**src/shared/dbg_pkg.sv**
```systemverilog
// constants, command codes and carrier types of the single-wire debug command decoder
// assumes a bit-level wire layer outside that hands over whole bytes and takes back answer bytes
// Behaviour
// - breakpoint register is 16 bits and holds a 14-bit address matched against the bus
// - breakpoint enable and force/tag select bits steer the match logic
// - breakpoint read and write work at any time without halting the cpu
// - each command opens with an 8-bit code; all fields travel msb first
// - halted-mode commands run only while halted; non-intrusive ones run anytime
// - host waits 16 to 511 debug clocks where a delay is called for
// - a 512-cycle gap after the last host falling edge ends the current command
// - only the low 14 address bits are used; bits 15 and 14 are dropped
// - a speed sync request is answered with a timed reference pulse
// - code 18 requests a full reset in any cpu mode
// - code 90 halts the cpu when halt permit is set, else is ignored
// - E4 returns the status/control byte; C4 writes it
// - E0 reads one memory byte at an address; C0 writes one during the delay
// - E1 returns status then the byte; C1 returns status after the write
// - E2 returns the 16-bit breakpoint register; C2 loads it
// - 08 leaves the halted state and resumes at the current program counter
// - 10 runs exactly one instruction and halts again
// - 80 returns bytes from incrementing addresses until a soft reset
// - 88 stores bytes at incrementing addresses until a soft reset
// - 6B returns zero flag, carry flag and 14-bit pc; 4B writes them
// - 6F returns two zero bits and the shadow pc; 4F loads it ignoring top bits
// - with breakpoint enable clear the match logic has no effect
// - force mode halts at the next boundary; tag mode tags the matching opcode
package dbg_pkg;
	// command codes
	localparam logic [7:0] CMD_TARGET_RESET = 8'h18;
	localparam logic [7:0] CMD_HALT = 8'h90;
	localparam logic [7:0] CMD_STATUS_RD = 8'he4;
	localparam logic [7:0] CMD_CTRL_WR = 8'hc4;
	localparam logic [7:0] CMD_MEM_RD = 8'he0;
	localparam logic [7:0] CMD_MEM_RD_FLAGS = 8'he1;
	localparam logic [7:0] CMD_MEM_WR = 8'hc0;
	localparam logic [7:0] CMD_MEM_WR_FLAGS = 8'hc1;
	localparam logic [7:0] CMD_MATCH_RD = 8'he2;
	localparam logic [7:0] CMD_MATCH_WR = 8'hc2;
	localparam logic [7:0] CMD_GO = 8'h08;
	localparam logic [7:0] CMD_STEP = 8'h10;
	localparam logic [7:0] CMD_BLOCK_RD = 8'h80;
	localparam logic [7:0] CMD_BLOCK_WR = 8'h88;
	localparam logic [7:0] CMD_ACC_RD = 8'h68;
	localparam logic [7:0] CMD_ACC_WR = 8'h48;
	localparam logic [7:0] CMD_FLAGS_PC_RD = 8'h6b;
	localparam logic [7:0] CMD_FLAGS_PC_WR = 8'h4b;
	localparam logic [7:0] CMD_SHADOW_RD = 8'h6f;
	localparam logic [7:0] CMD_SHADOW_WR = 8'h4f;
	// status/control field positions
	localparam int SC_PERMIT = 7;
	localparam int SC_ACTIVE = 6;
	localparam int SC_BKPT_EN = 5;
	localparam int SC_FTS = 4;
	localparam int SC_WS = 2;
	localparam int SC_WSF = 1;
	// reset values
	localparam logic [15:0] MATCH_RESET = 16'h0000;
	localparam logic CTRL_BIT_RESET = 1'b0;
	// timing counts in debug clock cycles, then the address width
	localparam int DELAY_MIN_CYC = 16;
	localparam int DELAY_MAX_CYC = 511;
	localparam int SOFT_RESET_CYC = 512;
	localparam int SYNC_PULSE_CYC = 128;
	localparam int ADDR_W = 14;

	typedef enum logic [2:0] {
		ST_CMD = 3'b000,
		ST_GATHER = 3'b001,
		ST_EXEC = 3'b010,
		ST_MEM = 3'b011,
		ST_SEND = 3'b100
	} dec_state_t;

	// one-cycle requests to the cpu core
	typedef struct packed {
		logic reset;
		logic halt;
		logic go;
		logic step;
		logic acc_wr;
		logic flags_pc_wr;
		logic shadow_wr;
	} cpu_cmd_t;

	// memory access port, request held until acknowledged or dropped by a soft reset
	typedef struct packed {
		logic req;
		logic wr;
		logic [ADDR_W-1:0] addr;
		logic [7:0] wdata;
	} mem_port_t;

	typedef struct packed {
		dec_state_t st;
		logic [7:0] cmd;
		logic [1:0] need;
		logic [1:0] left;
		logic blk;
		logic [15:0] resp;
		logic tx_valid;
		logic permit;
		logic bken;
		logic force_tag_select;
		logic [15:0] match;
		mem_port_t mem;
		cpu_cmd_t cpu;
		logic [15:0] cpu_wdata;
		logic sync_out;
		logic bk_force;
		logic bk_tag;
	} dec_reg_t;
endpackage : dbg_pkg

```
**src/rtl/field_shift.sv**
```systemverilog
// msb-first byte assembler for command address and data fields
// assumes bytes arrive already framed by the wire layer
`timescale 1ns/1ns
module field_shift import dbg_pkg::*; #(
	parameter int W = 24
) (
	input wire logic clk,
	input wire logic nrst,
	input wire logic ce,
	input wire logic clear,
	input wire logic load,
	input wire logic [7:0] byte_in,
	output logic [W-1:0] value
);
	typedef struct packed {
		logic [W-1:0] val;
	} shf_t;
	shf_t s_q, s_d;

	// earlier bytes move up, newest byte lands low
	always_comb begin
		s_d = s_q;
		if (clear)
			s_d.val = '0;
		if (load)
			s_d.val = {s_d.val[W-9:0], byte_in};
	end

	always_ff @(posedge clk) begin
		if (!nrst)
			s_q <= '0;
		else if (ce)
			s_q <= s_d;
	end

	assign value = s_q.val;
endmodule : field_shift

```
**src/rtl/gap_timer.sv**
```systemverilog
// saturating cycle counter that pulses once when LIMIT cycles pass after restart
// assumes restart is a single-cycle event in the same clock domain
`timescale 1ns/1ns
module gap_timer import dbg_pkg::*; #(
	parameter int LIMIT = 512
) (
	input wire logic clk,
	input wire logic nrst,
	input wire logic ce,
	input wire logic restart,
	output logic hit
);
	localparam int CW = $clog2(LIMIT + 1);
	typedef struct packed {
		logic [CW-1:0] cnt;
		logic hit;
	} tmr_t;
	tmr_t s_q, s_d;

	// count up to LIMIT and hold there
	always_comb begin
		s_d = s_q;
		s_d.hit = 1'b0;
		if (restart)
			s_d.cnt = '0;
		else if (s_q.cnt != CW'(LIMIT)) begin
			s_d.cnt = s_q.cnt + CW'(1);
			s_d.hit = (s_q.cnt == CW'(LIMIT - 1));
		end
	end

	always_ff @(posedge clk) begin
		if (!nrst)
			s_q <= '0;
		else if (ce)
			s_q <= s_d;
	end

	assign hit = s_q.hit;
endmodule : gap_timer

```
**src/rtl/cmd_decoder.sv**
```systemverilog
// command decoder of the single-wire debug port, with breakpoint match and status/control
// assumes the wire layer delivers host bytes on RX_VALID, marks host falling edges on HOST_FALL
// and shifts TX_BYTE out, pulsing TX_TAKEN once the host has clocked it
`timescale 1ns/1ns
module cmd_decoder import dbg_pkg::*; (
	input wire logic MCLK,
	input wire logic NRST,
	input wire logic CE,
	input wire logic RX_VALID,
	input wire logic [7:0] RX_BYTE,
	input wire logic HOST_FALL,
	input wire logic SYNC_REQ,
	input wire logic TX_TAKEN,
	output logic TX_VALID,
	output logic [7:0] TX_BYTE,
	output logic SYNC_PULSE,
	input wire logic MEM_ACK,
	input wire logic [7:0] MEM_RDATA,
	output mem_port_t MEM_OUT,
	input wire logic CPU_HALTED,
	input wire logic CPU_WAIT_STOP,
	input wire logic MEM_FAIL,
	input wire logic [7:0] ACC_IN,
	input wire logic [1:0] FLAGS_IN,
	input wire logic [ADDR_W-1:0] PC_IN,
	input wire logic [ADDR_W-1:0] SHADOW_IN,
	output cpu_cmd_t CPU_CTRL,
	output logic [15:0] CPU_WDATA,
	input wire logic BUS_VALID,
	input wire logic OPCODE_FETCH,
	input wire logic [ADDR_W-1:0] BUS_ADDR,
	output logic BKPT_FORCE,
	output logic BKPT_TAG
);
	dec_reg_t s_q, s_d;
	logic fld_clr;
	logic fld_load;
	logic [1:0] gather_n;
	logic [23:0] fld;
	logic soft_hit;
	logic sync_hit;
	logic [7:0] stat;
	logic match_hit;

	// assembles address and data fields of the current command
	field_shift #(.W(24)) u_field (
		.clk(MCLK),
		.nrst(NRST),
		.ce(CE),
		.clear(fld_clr),
		.load(fld_load),
		.byte_in(RX_BYTE),
		.value(fld)
	);

	// idle gap since the last host falling edge
	gap_timer #(.LIMIT(SOFT_RESET_CYC)) u_gap (
		.clk(MCLK),
		.nrst(NRST),
		.ce(CE),
		.restart(HOST_FALL),
		.hit(soft_hit)
	);

	// width of the speed reference pulse; the pulse drops one cycle after the hit, so count one less
	gap_timer #(.LIMIT(SYNC_PULSE_CYC - 1)) u_sync (
		.clk(MCLK),
		.nrst(NRST),
		.ce(CE),
		.restart(SYNC_REQ),
		.hit(sync_hit)
	);

	// status byte: permit, active, enable, select, ws, wsf; other bits read zero
	always_comb begin
		stat = 8'h00;
		stat[SC_PERMIT] = s_q.permit;
		stat[SC_ACTIVE] = CPU_HALTED;
		stat[SC_BKPT_EN] = s_q.bken;
		stat[SC_FTS] = s_q.force_tag_select;
		stat[SC_WS] = CPU_WAIT_STOP;
		stat[SC_WSF] = MEM_FAIL;
	end

	assign match_hit = (BUS_ADDR == s_q.match[ADDR_W-1:0]);

	// command sequencer
	always_comb begin
		s_d = s_q;
		fld_clr = 1'b0;
		fld_load = 1'b0;
		gather_n = 2'd0;
		s_d.cpu = '0;
		// breakpoint match works in every state, also while running
		s_d.bk_force = s_q.bken && s_q.force_tag_select && BUS_VALID && match_hit;
		s_d.bk_tag = s_q.bken && !s_q.force_tag_select && OPCODE_FETCH && match_hit;
		// reference pulse starts on request and ends on the timer
		if (SYNC_REQ)
			s_d.sync_out = 1'b1;
		else if (sync_hit)
			s_d.sync_out = 1'b0;
		case (s_q.st)
			ST_CMD: begin
				if (RX_VALID) begin
					s_d.cmd = RX_BYTE;
					s_d.blk = 1'b0;
					case (RX_BYTE)
						CMD_TARGET_RESET: s_d.cpu.reset = 1'b1;
						CMD_HALT: s_d.cpu.halt = s_q.permit;
						CMD_STATUS_RD: begin
							s_d.resp = {stat, 8'h00};
							s_d.left = 2'd1;
							s_d.st = ST_SEND;
						end
						CMD_MATCH_RD: begin
							s_d.resp = s_q.match;
							s_d.left = 2'd2;
							s_d.st = ST_SEND;
						end
						CMD_CTRL_WR: gather_n = 2'd1;
						CMD_MATCH_WR: gather_n = 2'd2;
						CMD_MEM_RD, CMD_MEM_RD_FLAGS: gather_n = 2'd2;
						CMD_MEM_WR, CMD_MEM_WR_FLAGS: gather_n = 2'd3;
						CMD_GO: s_d.cpu.go = CPU_HALTED;
						CMD_STEP: s_d.cpu.step = CPU_HALTED;
						CMD_ACC_RD, CMD_FLAGS_PC_RD, CMD_SHADOW_RD: begin
							if (CPU_HALTED) begin
								if (RX_BYTE == CMD_ACC_RD)
									s_d.resp = {ACC_IN, 8'h00};
								else if (RX_BYTE == CMD_FLAGS_PC_RD)
									s_d.resp = {FLAGS_IN, PC_IN};
								else
									s_d.resp = {2'b00, SHADOW_IN};
								s_d.left = (RX_BYTE == CMD_ACC_RD) ? 2'd1 : 2'd2;
								s_d.st = ST_SEND;
							end
						end
						CMD_ACC_WR: gather_n = CPU_HALTED ? 2'd1 : 2'd0;
						CMD_FLAGS_PC_WR, CMD_SHADOW_WR, CMD_BLOCK_RD: gather_n = CPU_HALTED ? 2'd2 : 2'd0;
						CMD_BLOCK_WR: gather_n = CPU_HALTED ? 2'd3 : 2'd0;
						default: ;
					endcase
				end
			end
			ST_GATHER: begin
				fld_load = RX_VALID;
				if (RX_VALID) begin
					s_d.need = s_q.need - 2'd1;
					if (s_q.need == 2'd1)
						s_d.st = ST_EXEC;
				end
			end
			ST_EXEC: begin
				s_d.st = ST_CMD;
				case (s_q.cmd)
					CMD_CTRL_WR: begin
						s_d.bken = fld[SC_BKPT_EN];
						s_d.force_tag_select = fld[SC_FTS];
						// permit cannot be changed while already halted
						if (!CPU_HALTED)
							s_d.permit = fld[SC_PERMIT];
					end
					CMD_MATCH_WR: s_d.match = fld[15:0];
					CMD_ACC_WR: begin
						s_d.cpu.acc_wr = 1'b1;
						s_d.cpu_wdata = {8'h00, fld[7:0]};
					end
					CMD_FLAGS_PC_WR: begin
						s_d.cpu.flags_pc_wr = 1'b1;
						s_d.cpu_wdata = fld[15:0];
					end
					CMD_SHADOW_WR: begin
						s_d.cpu.shadow_wr = 1'b1;
						s_d.cpu_wdata = {2'b00, fld[ADDR_W-1:0]};
					end
					CMD_MEM_RD, CMD_MEM_RD_FLAGS, CMD_BLOCK_RD: begin
						s_d.mem.addr = fld[ADDR_W-1:0];
						s_d.mem.req = 1'b1;
						s_d.mem.wr = 1'b0;
						s_d.st = ST_MEM;
					end
					CMD_MEM_WR, CMD_MEM_WR_FLAGS, CMD_BLOCK_WR: begin
						// block write continues at the incremented address
						s_d.mem.addr = s_q.blk ? s_q.mem.addr : fld[ADDR_W+7:8];
						s_d.mem.wdata = fld[7:0];
						s_d.mem.req = 1'b1;
						s_d.mem.wr = 1'b1;
						s_d.st = ST_MEM;
					end
					default: ;
				endcase
			end
			ST_MEM: begin
				// the access finishes inside the host's delay, the answer follows the ack
				if (MEM_ACK) begin
					s_d.mem.req = 1'b0;
					s_d.st = ST_CMD;
					case (s_q.cmd)
						CMD_MEM_RD, CMD_BLOCK_RD: begin
							s_d.resp = {MEM_RDATA, 8'h00};
							s_d.left = 2'd1;
							s_d.st = ST_SEND;
						end
						CMD_MEM_RD_FLAGS: begin
							s_d.resp = {stat, MEM_RDATA};
							s_d.left = 2'd2;
							s_d.st = ST_SEND;
						end
						CMD_MEM_WR_FLAGS: begin
							s_d.resp = {stat, 8'h00};
							s_d.left = 2'd1;
							s_d.st = ST_SEND;
						end
						CMD_BLOCK_WR: begin
							s_d.mem.addr = s_q.mem.addr + ADDR_W'(1);
							s_d.blk = 1'b1;
							gather_n = 2'd1;
						end
						default: ;
					endcase
				end
			end
			ST_SEND: begin
				if (TX_TAKEN) begin
					s_d.resp = {s_q.resp[7:0], 8'h00};
					s_d.left = s_q.left - 2'd1;
					if (s_q.left == 2'd1) begin
						s_d.st = ST_CMD;
						if (s_q.cmd == CMD_BLOCK_RD) begin
							s_d.mem.addr = s_q.mem.addr + ADDR_W'(1);
							s_d.mem.req = 1'b1;
							s_d.mem.wr = 1'b0;
							s_d.st = ST_MEM;
						end
					end
				end
			end
			default: s_d.st = ST_CMD;
		endcase
		// enter field collection
		if (gather_n != 2'd0) begin
			s_d.need = gather_n;
			s_d.st = ST_GATHER;
			fld_clr = 1'b1;
		end
		// idle gap aborts whatever command is in progress
		if (soft_hit) begin
			s_d.st = ST_CMD;
			s_d.mem.req = 1'b0;
			s_d.blk = 1'b0;
		end
		s_d.tx_valid = (s_d.st == ST_SEND);
	end

	// state register, frozen while CE is low
	always_ff @(posedge MCLK) begin
		if (!NRST) begin
			s_q <= '0;
			s_q.st <= ST_CMD;
			s_q.match <= MATCH_RESET;
			s_q.permit <= CTRL_BIT_RESET;
		end else if (CE)
			s_q <= s_d;
	end

	// outputs straight from the state register
	assign TX_VALID = s_q.tx_valid;
	assign TX_BYTE = s_q.resp[15:8];
	assign SYNC_PULSE = s_q.sync_out;
	assign MEM_OUT = s_q.mem;
	assign CPU_CTRL = s_q.cpu;
	assign CPU_WDATA = s_q.cpu_wdata;
	assign BKPT_FORCE = s_q.bk_force;
	assign BKPT_TAG = s_q.bk_tag;
endmodule : cmd_decoder

```
**config.mk**
```make
export PLATFORM = sky130hd
export DESIGN_NAME = cmd_decoder
export DESIGN_NICKNAME = d
export VERILOG_FILES = /design/src/shared/dbg_pkg.sv /design/src/rtl/field_shift.sv /design/src/rtl/gap_timer.sv /design/src/rtl/cmd_decoder.sv
export SDC_FILE = /design/constraint.sdc
export NUM_CORES = 1
export LEC_CHECK = 0
export ABC_CLOCK_PERIOD_IN_PS = 5700
export BUFFER_PORTS_ARGS = -buffer_cell sky130_fd_sc_hd__buf_2
export CAP_MARGIN = 10
export CORE_UTILIZATION = 25
export CTS_BUF_LIST = sky130_fd_sc_hd__clkbuf_2 sky130_fd_sc_hd__clkbuf_4 sky130_fd_sc_hd__clkbuf_8
export DETAILED_ROUTE_END_ITERATION = 6
export GPL_ROUTABILITY_DRIVEN = 0
export GPL_TIMING_DRIVEN = 0
export PLACE_DENSITY = 0.49
export SYNTH_ARGS = -nofsm -noshare
export SYNTH_HDL_FRONTEND = slang
export SYNTH_SLANG_ARGS = --single-unit
```
**constraint.sdc**
```tcl
create_clock -name MCLK -period 5.7 [get_ports MCLK]
set_clock_uncertainty 0.2 [all_clocks]
set_input_delay 0.285 -clock MCLK [delete_from_list [all_inputs] [get_ports MCLK]]
set_output_delay 0.285 -clock MCLK [all_outputs]
set_load 0.01 [all_outputs]
```
==> impl_results.md <==
- CTS sink count: approximately 140
- First-pass GRT wire length: between 40 and 50 mm
- Routed WL per cell: about 18 um
- Final WL: 27.2 mm
- Synth Cell Area: 7680 sq um
- Data arrival time of the critical path: 3.83 ns
- Synthesized Nets: between 1000 and 1500
- R2R setup slack: just over 2 ns
- Slew HR: 31.7%
- Die Height: approximately 180 um
- CTS buffer count: 17
- RSZ-0062 raised after global routing: false
- Nets: around 1200
- Max Fanout on Critical Path: 10
- Boundary Pins: 140
- # DRC: 0
- Final worst slack: roughly 2.1 ns
- Largest net degree at the start of global routing: 17
- IO buf count: between 100 and 150
- CTS tree: built
- Final Cycle Share: 63.6%
- Post-Synthesis Mean Instance Area: ~8 sq um
- Vias: 7467
- Initial core utilization: between 20% and 30%
- Number of global-route vias before repair: 7038
- Commonest non-fill, non-tap cells in the layout: buf_2 (146), dfxtp_1 (143), nand2_1 (126)
- Antenna viol nets, final: 0
- Achievable Freq: approximately 0.28 GHz
- Critical Path Source Type: flop
- GRT Total Usage: between 10% and 20%
- Pwr dens: approximately 210 nW/um^2
- Setup Crit Path Kind: reg -> reg
- Max Cap Viol: 0
- Setup TNS: 0 ns
- Clk_lat worst skew: 0.46 ns
- Post-synthesis sequential area ratio: 37.3%
- Area leader, netlist: dfxtp_1
- Setup bufs post-CTS: 0
- Fillcell total: ~3300
- Share of layout cells above drive strength 1: a little under a quarter
- Outcome: finished clean
- Slew @ Worst Pin: around 1.0 ns
- Post-Syn Instances: 948
- VDD IR max: slightly below 0.1 mV
- Register bit total from synthesis: 143
- Clock-pin slew on the worst setup and hold paths: ~0.09 ns
- Die Span X: 177 um
- Yosys warns: 0
- Global route overflow: 0
- Setup violations, final: 0
- Leak: approximately 3.8 nW
- Unique cell type count in the Yosys netlist: 73
- Starting DRC count in detailed routing: 514
- Pre-CTS WS: between 2 and 2.5 ns
- Worst Path Required: approximately 6 ns
- Drt first pass iters: 5
- Num rows: 63
- Max H-tree Level: 4
- Synth async-reset ratio: 0%
- Crit path capture type: flop
- Hold Crit Class: in -> reg
- HPWL after DPL: about 20 mm
- Most common cell after layout, fill and taps aside: buf_2
- Fin crit period: around 3.6 ns
- Root buffer cell: clkbuf_8
- Slew Limit Fails: 0
- Core ar.: 30000 sq um
- Die ar.: between 30000 and 40000 sq um
- Initial antenna violation count: 1
- Top-area cell type share of the netlist area: a little under two fifths
- Layout area overhead: 21.9%
- Area contributors post-synth: dfxtp_1 (37%), nand2_1 (6.2%), buf_4 (5.6%)
- CTS max path bufs: 2
- Vias per cell: 4.92
- Dominant synthesized flop cell: dfxtp_1
- Number of synthesized flops with an enable pin: 0
- Count of final hold-check violations: 0
[state kept, by name, summed over array words and instances (netlist names), 7 cells and up]
name	count
CPU_WDATA	16
u_gap.s_q	10
u_field.value	22
MEM_OUT	24
CPU_CTRL	7
u_sync.s_q	7
TX_BYTE	8
s_q	43
[critical path, cell delays in order (launching register included)]
cell	delay [ns]
dfxtp_1	0.37
clkbuf_1	0.36
nor3b_1	0.20
nor2_1	0.72
clkbuf_1	0.55
clkbuf_1	0.59
nand3_1	0.27
nand4_1	0.17
o211a_1	0.15
[routing by layer]
layer / up-vias / GRT usage, % / routed length, um
li1: 3695 / - / -
met1: 3498 / 24.8 / 13400
met2: 245 / 26.7 / 11900
met3: 29 / 3.08 / 1480
met4: 0 / 5.77 / 513
met5: - / 0 / 0
[path summary, 6_finish.rpt]
check	from	endpoint	cells after the start
max	s_q[99]	TX_BYTE[4]	8
min reg2reg	CPU_WDATA[1]	CPU_WDATA[1]	2
max reg2reg	s_q[99]	TX_BYTE[4]	8
min	MEM_RDATA[3]	s_q[73]	3
[power breakdown]
part | total [W] | internal [W] | leakage (nW) | switching [W]
sequential | 0.00102 | 0.00101 | 1.15 | 0.0000111
combinational | 0.000170 | 0.0000660 | 2.45 | 0.000104
clock | 0.000820 | 0.000392 | 0.189 | 0.000428
total | 0.00201 | 0.00146 | 3.80 | 0.000543
[cell type report]
cell class	count	area [sq um]	share of cell area, %
multi-input cells	677	4100	43.8
diodes	1	2.50	0.0267
repair buffers	149	811	8.66
inverters	13	48.8	0.521
well taps	390	488	5.21
clock buffers	18	241	2.58
plain buffers	115	667	7.12
clock inverters	13	138	1.47
flip-flops and latches	143	2860	30.6
[stage by stage]
step           cells  hold WS [ns]  utilization [%]  total power, W  cell area [sq um]
3_5_place_dp    1474         0.256             29.5         0.00120               8850
6_report        1519        0.0341             31.3         0.00201               9360
4_1_cts         1518       0.00151             31.2         0.00202               9360
5_1_grt         1519        0.0174             31.3         0.00209               9360
2_1_floorplan    948         0.218                -         0.00113               7680
3_3_place_gp    1474         0.245             29.5         0.00120               8850
[cell usage after synthesis (all sizes together) (4+ instances only)]
cell / number
ha: 7
xor2: 24
nand2b: 5
or3: 6
nor4b: 8
buf: 72
o31ai: 7
a211oi: 13
a22o: 24
a31oi: 7
inv: 12
nor4: 9
o21a: 4
a21oi: 67
nand4: 11
mux2: 9
and2: 6
a32oi: 5
mux2i: 21
clkbuf: 43
nor3: 15
nand2: 126
nand3: 38
a31o: 6
a221oi: 7
a311oi: 4
a22oi: 26
nor3b: 10
nor2b: 8
or2: 4
dfxtp: 143
and3: 19
o211a: 5
o21ai: 36
nor2: 96
[timing repair]
action / 4_1_cts / 5_1_grt
endpoints found under the setup margin: 0 / 0
hold buffers: 13 / 0
gates resized for setup: 0 / 0
hold endpoints to repair: 17 / 0
[cells by family (layout without fill, tap and decap cells)]
group,after synthesis,after routing,share of synthesized area [%]
flops,143,143,37.3
fa+ha+maj,7,7,1.14
other cells,0,1,0
mux,30,30,4.06
compound gates,236,236,21.0
buf+inv,128,308,9.32
xor+xnor,27,27,3.08
simple gates,377,377,24.1
Note: power is estimated with default switching activity, not from simulation.
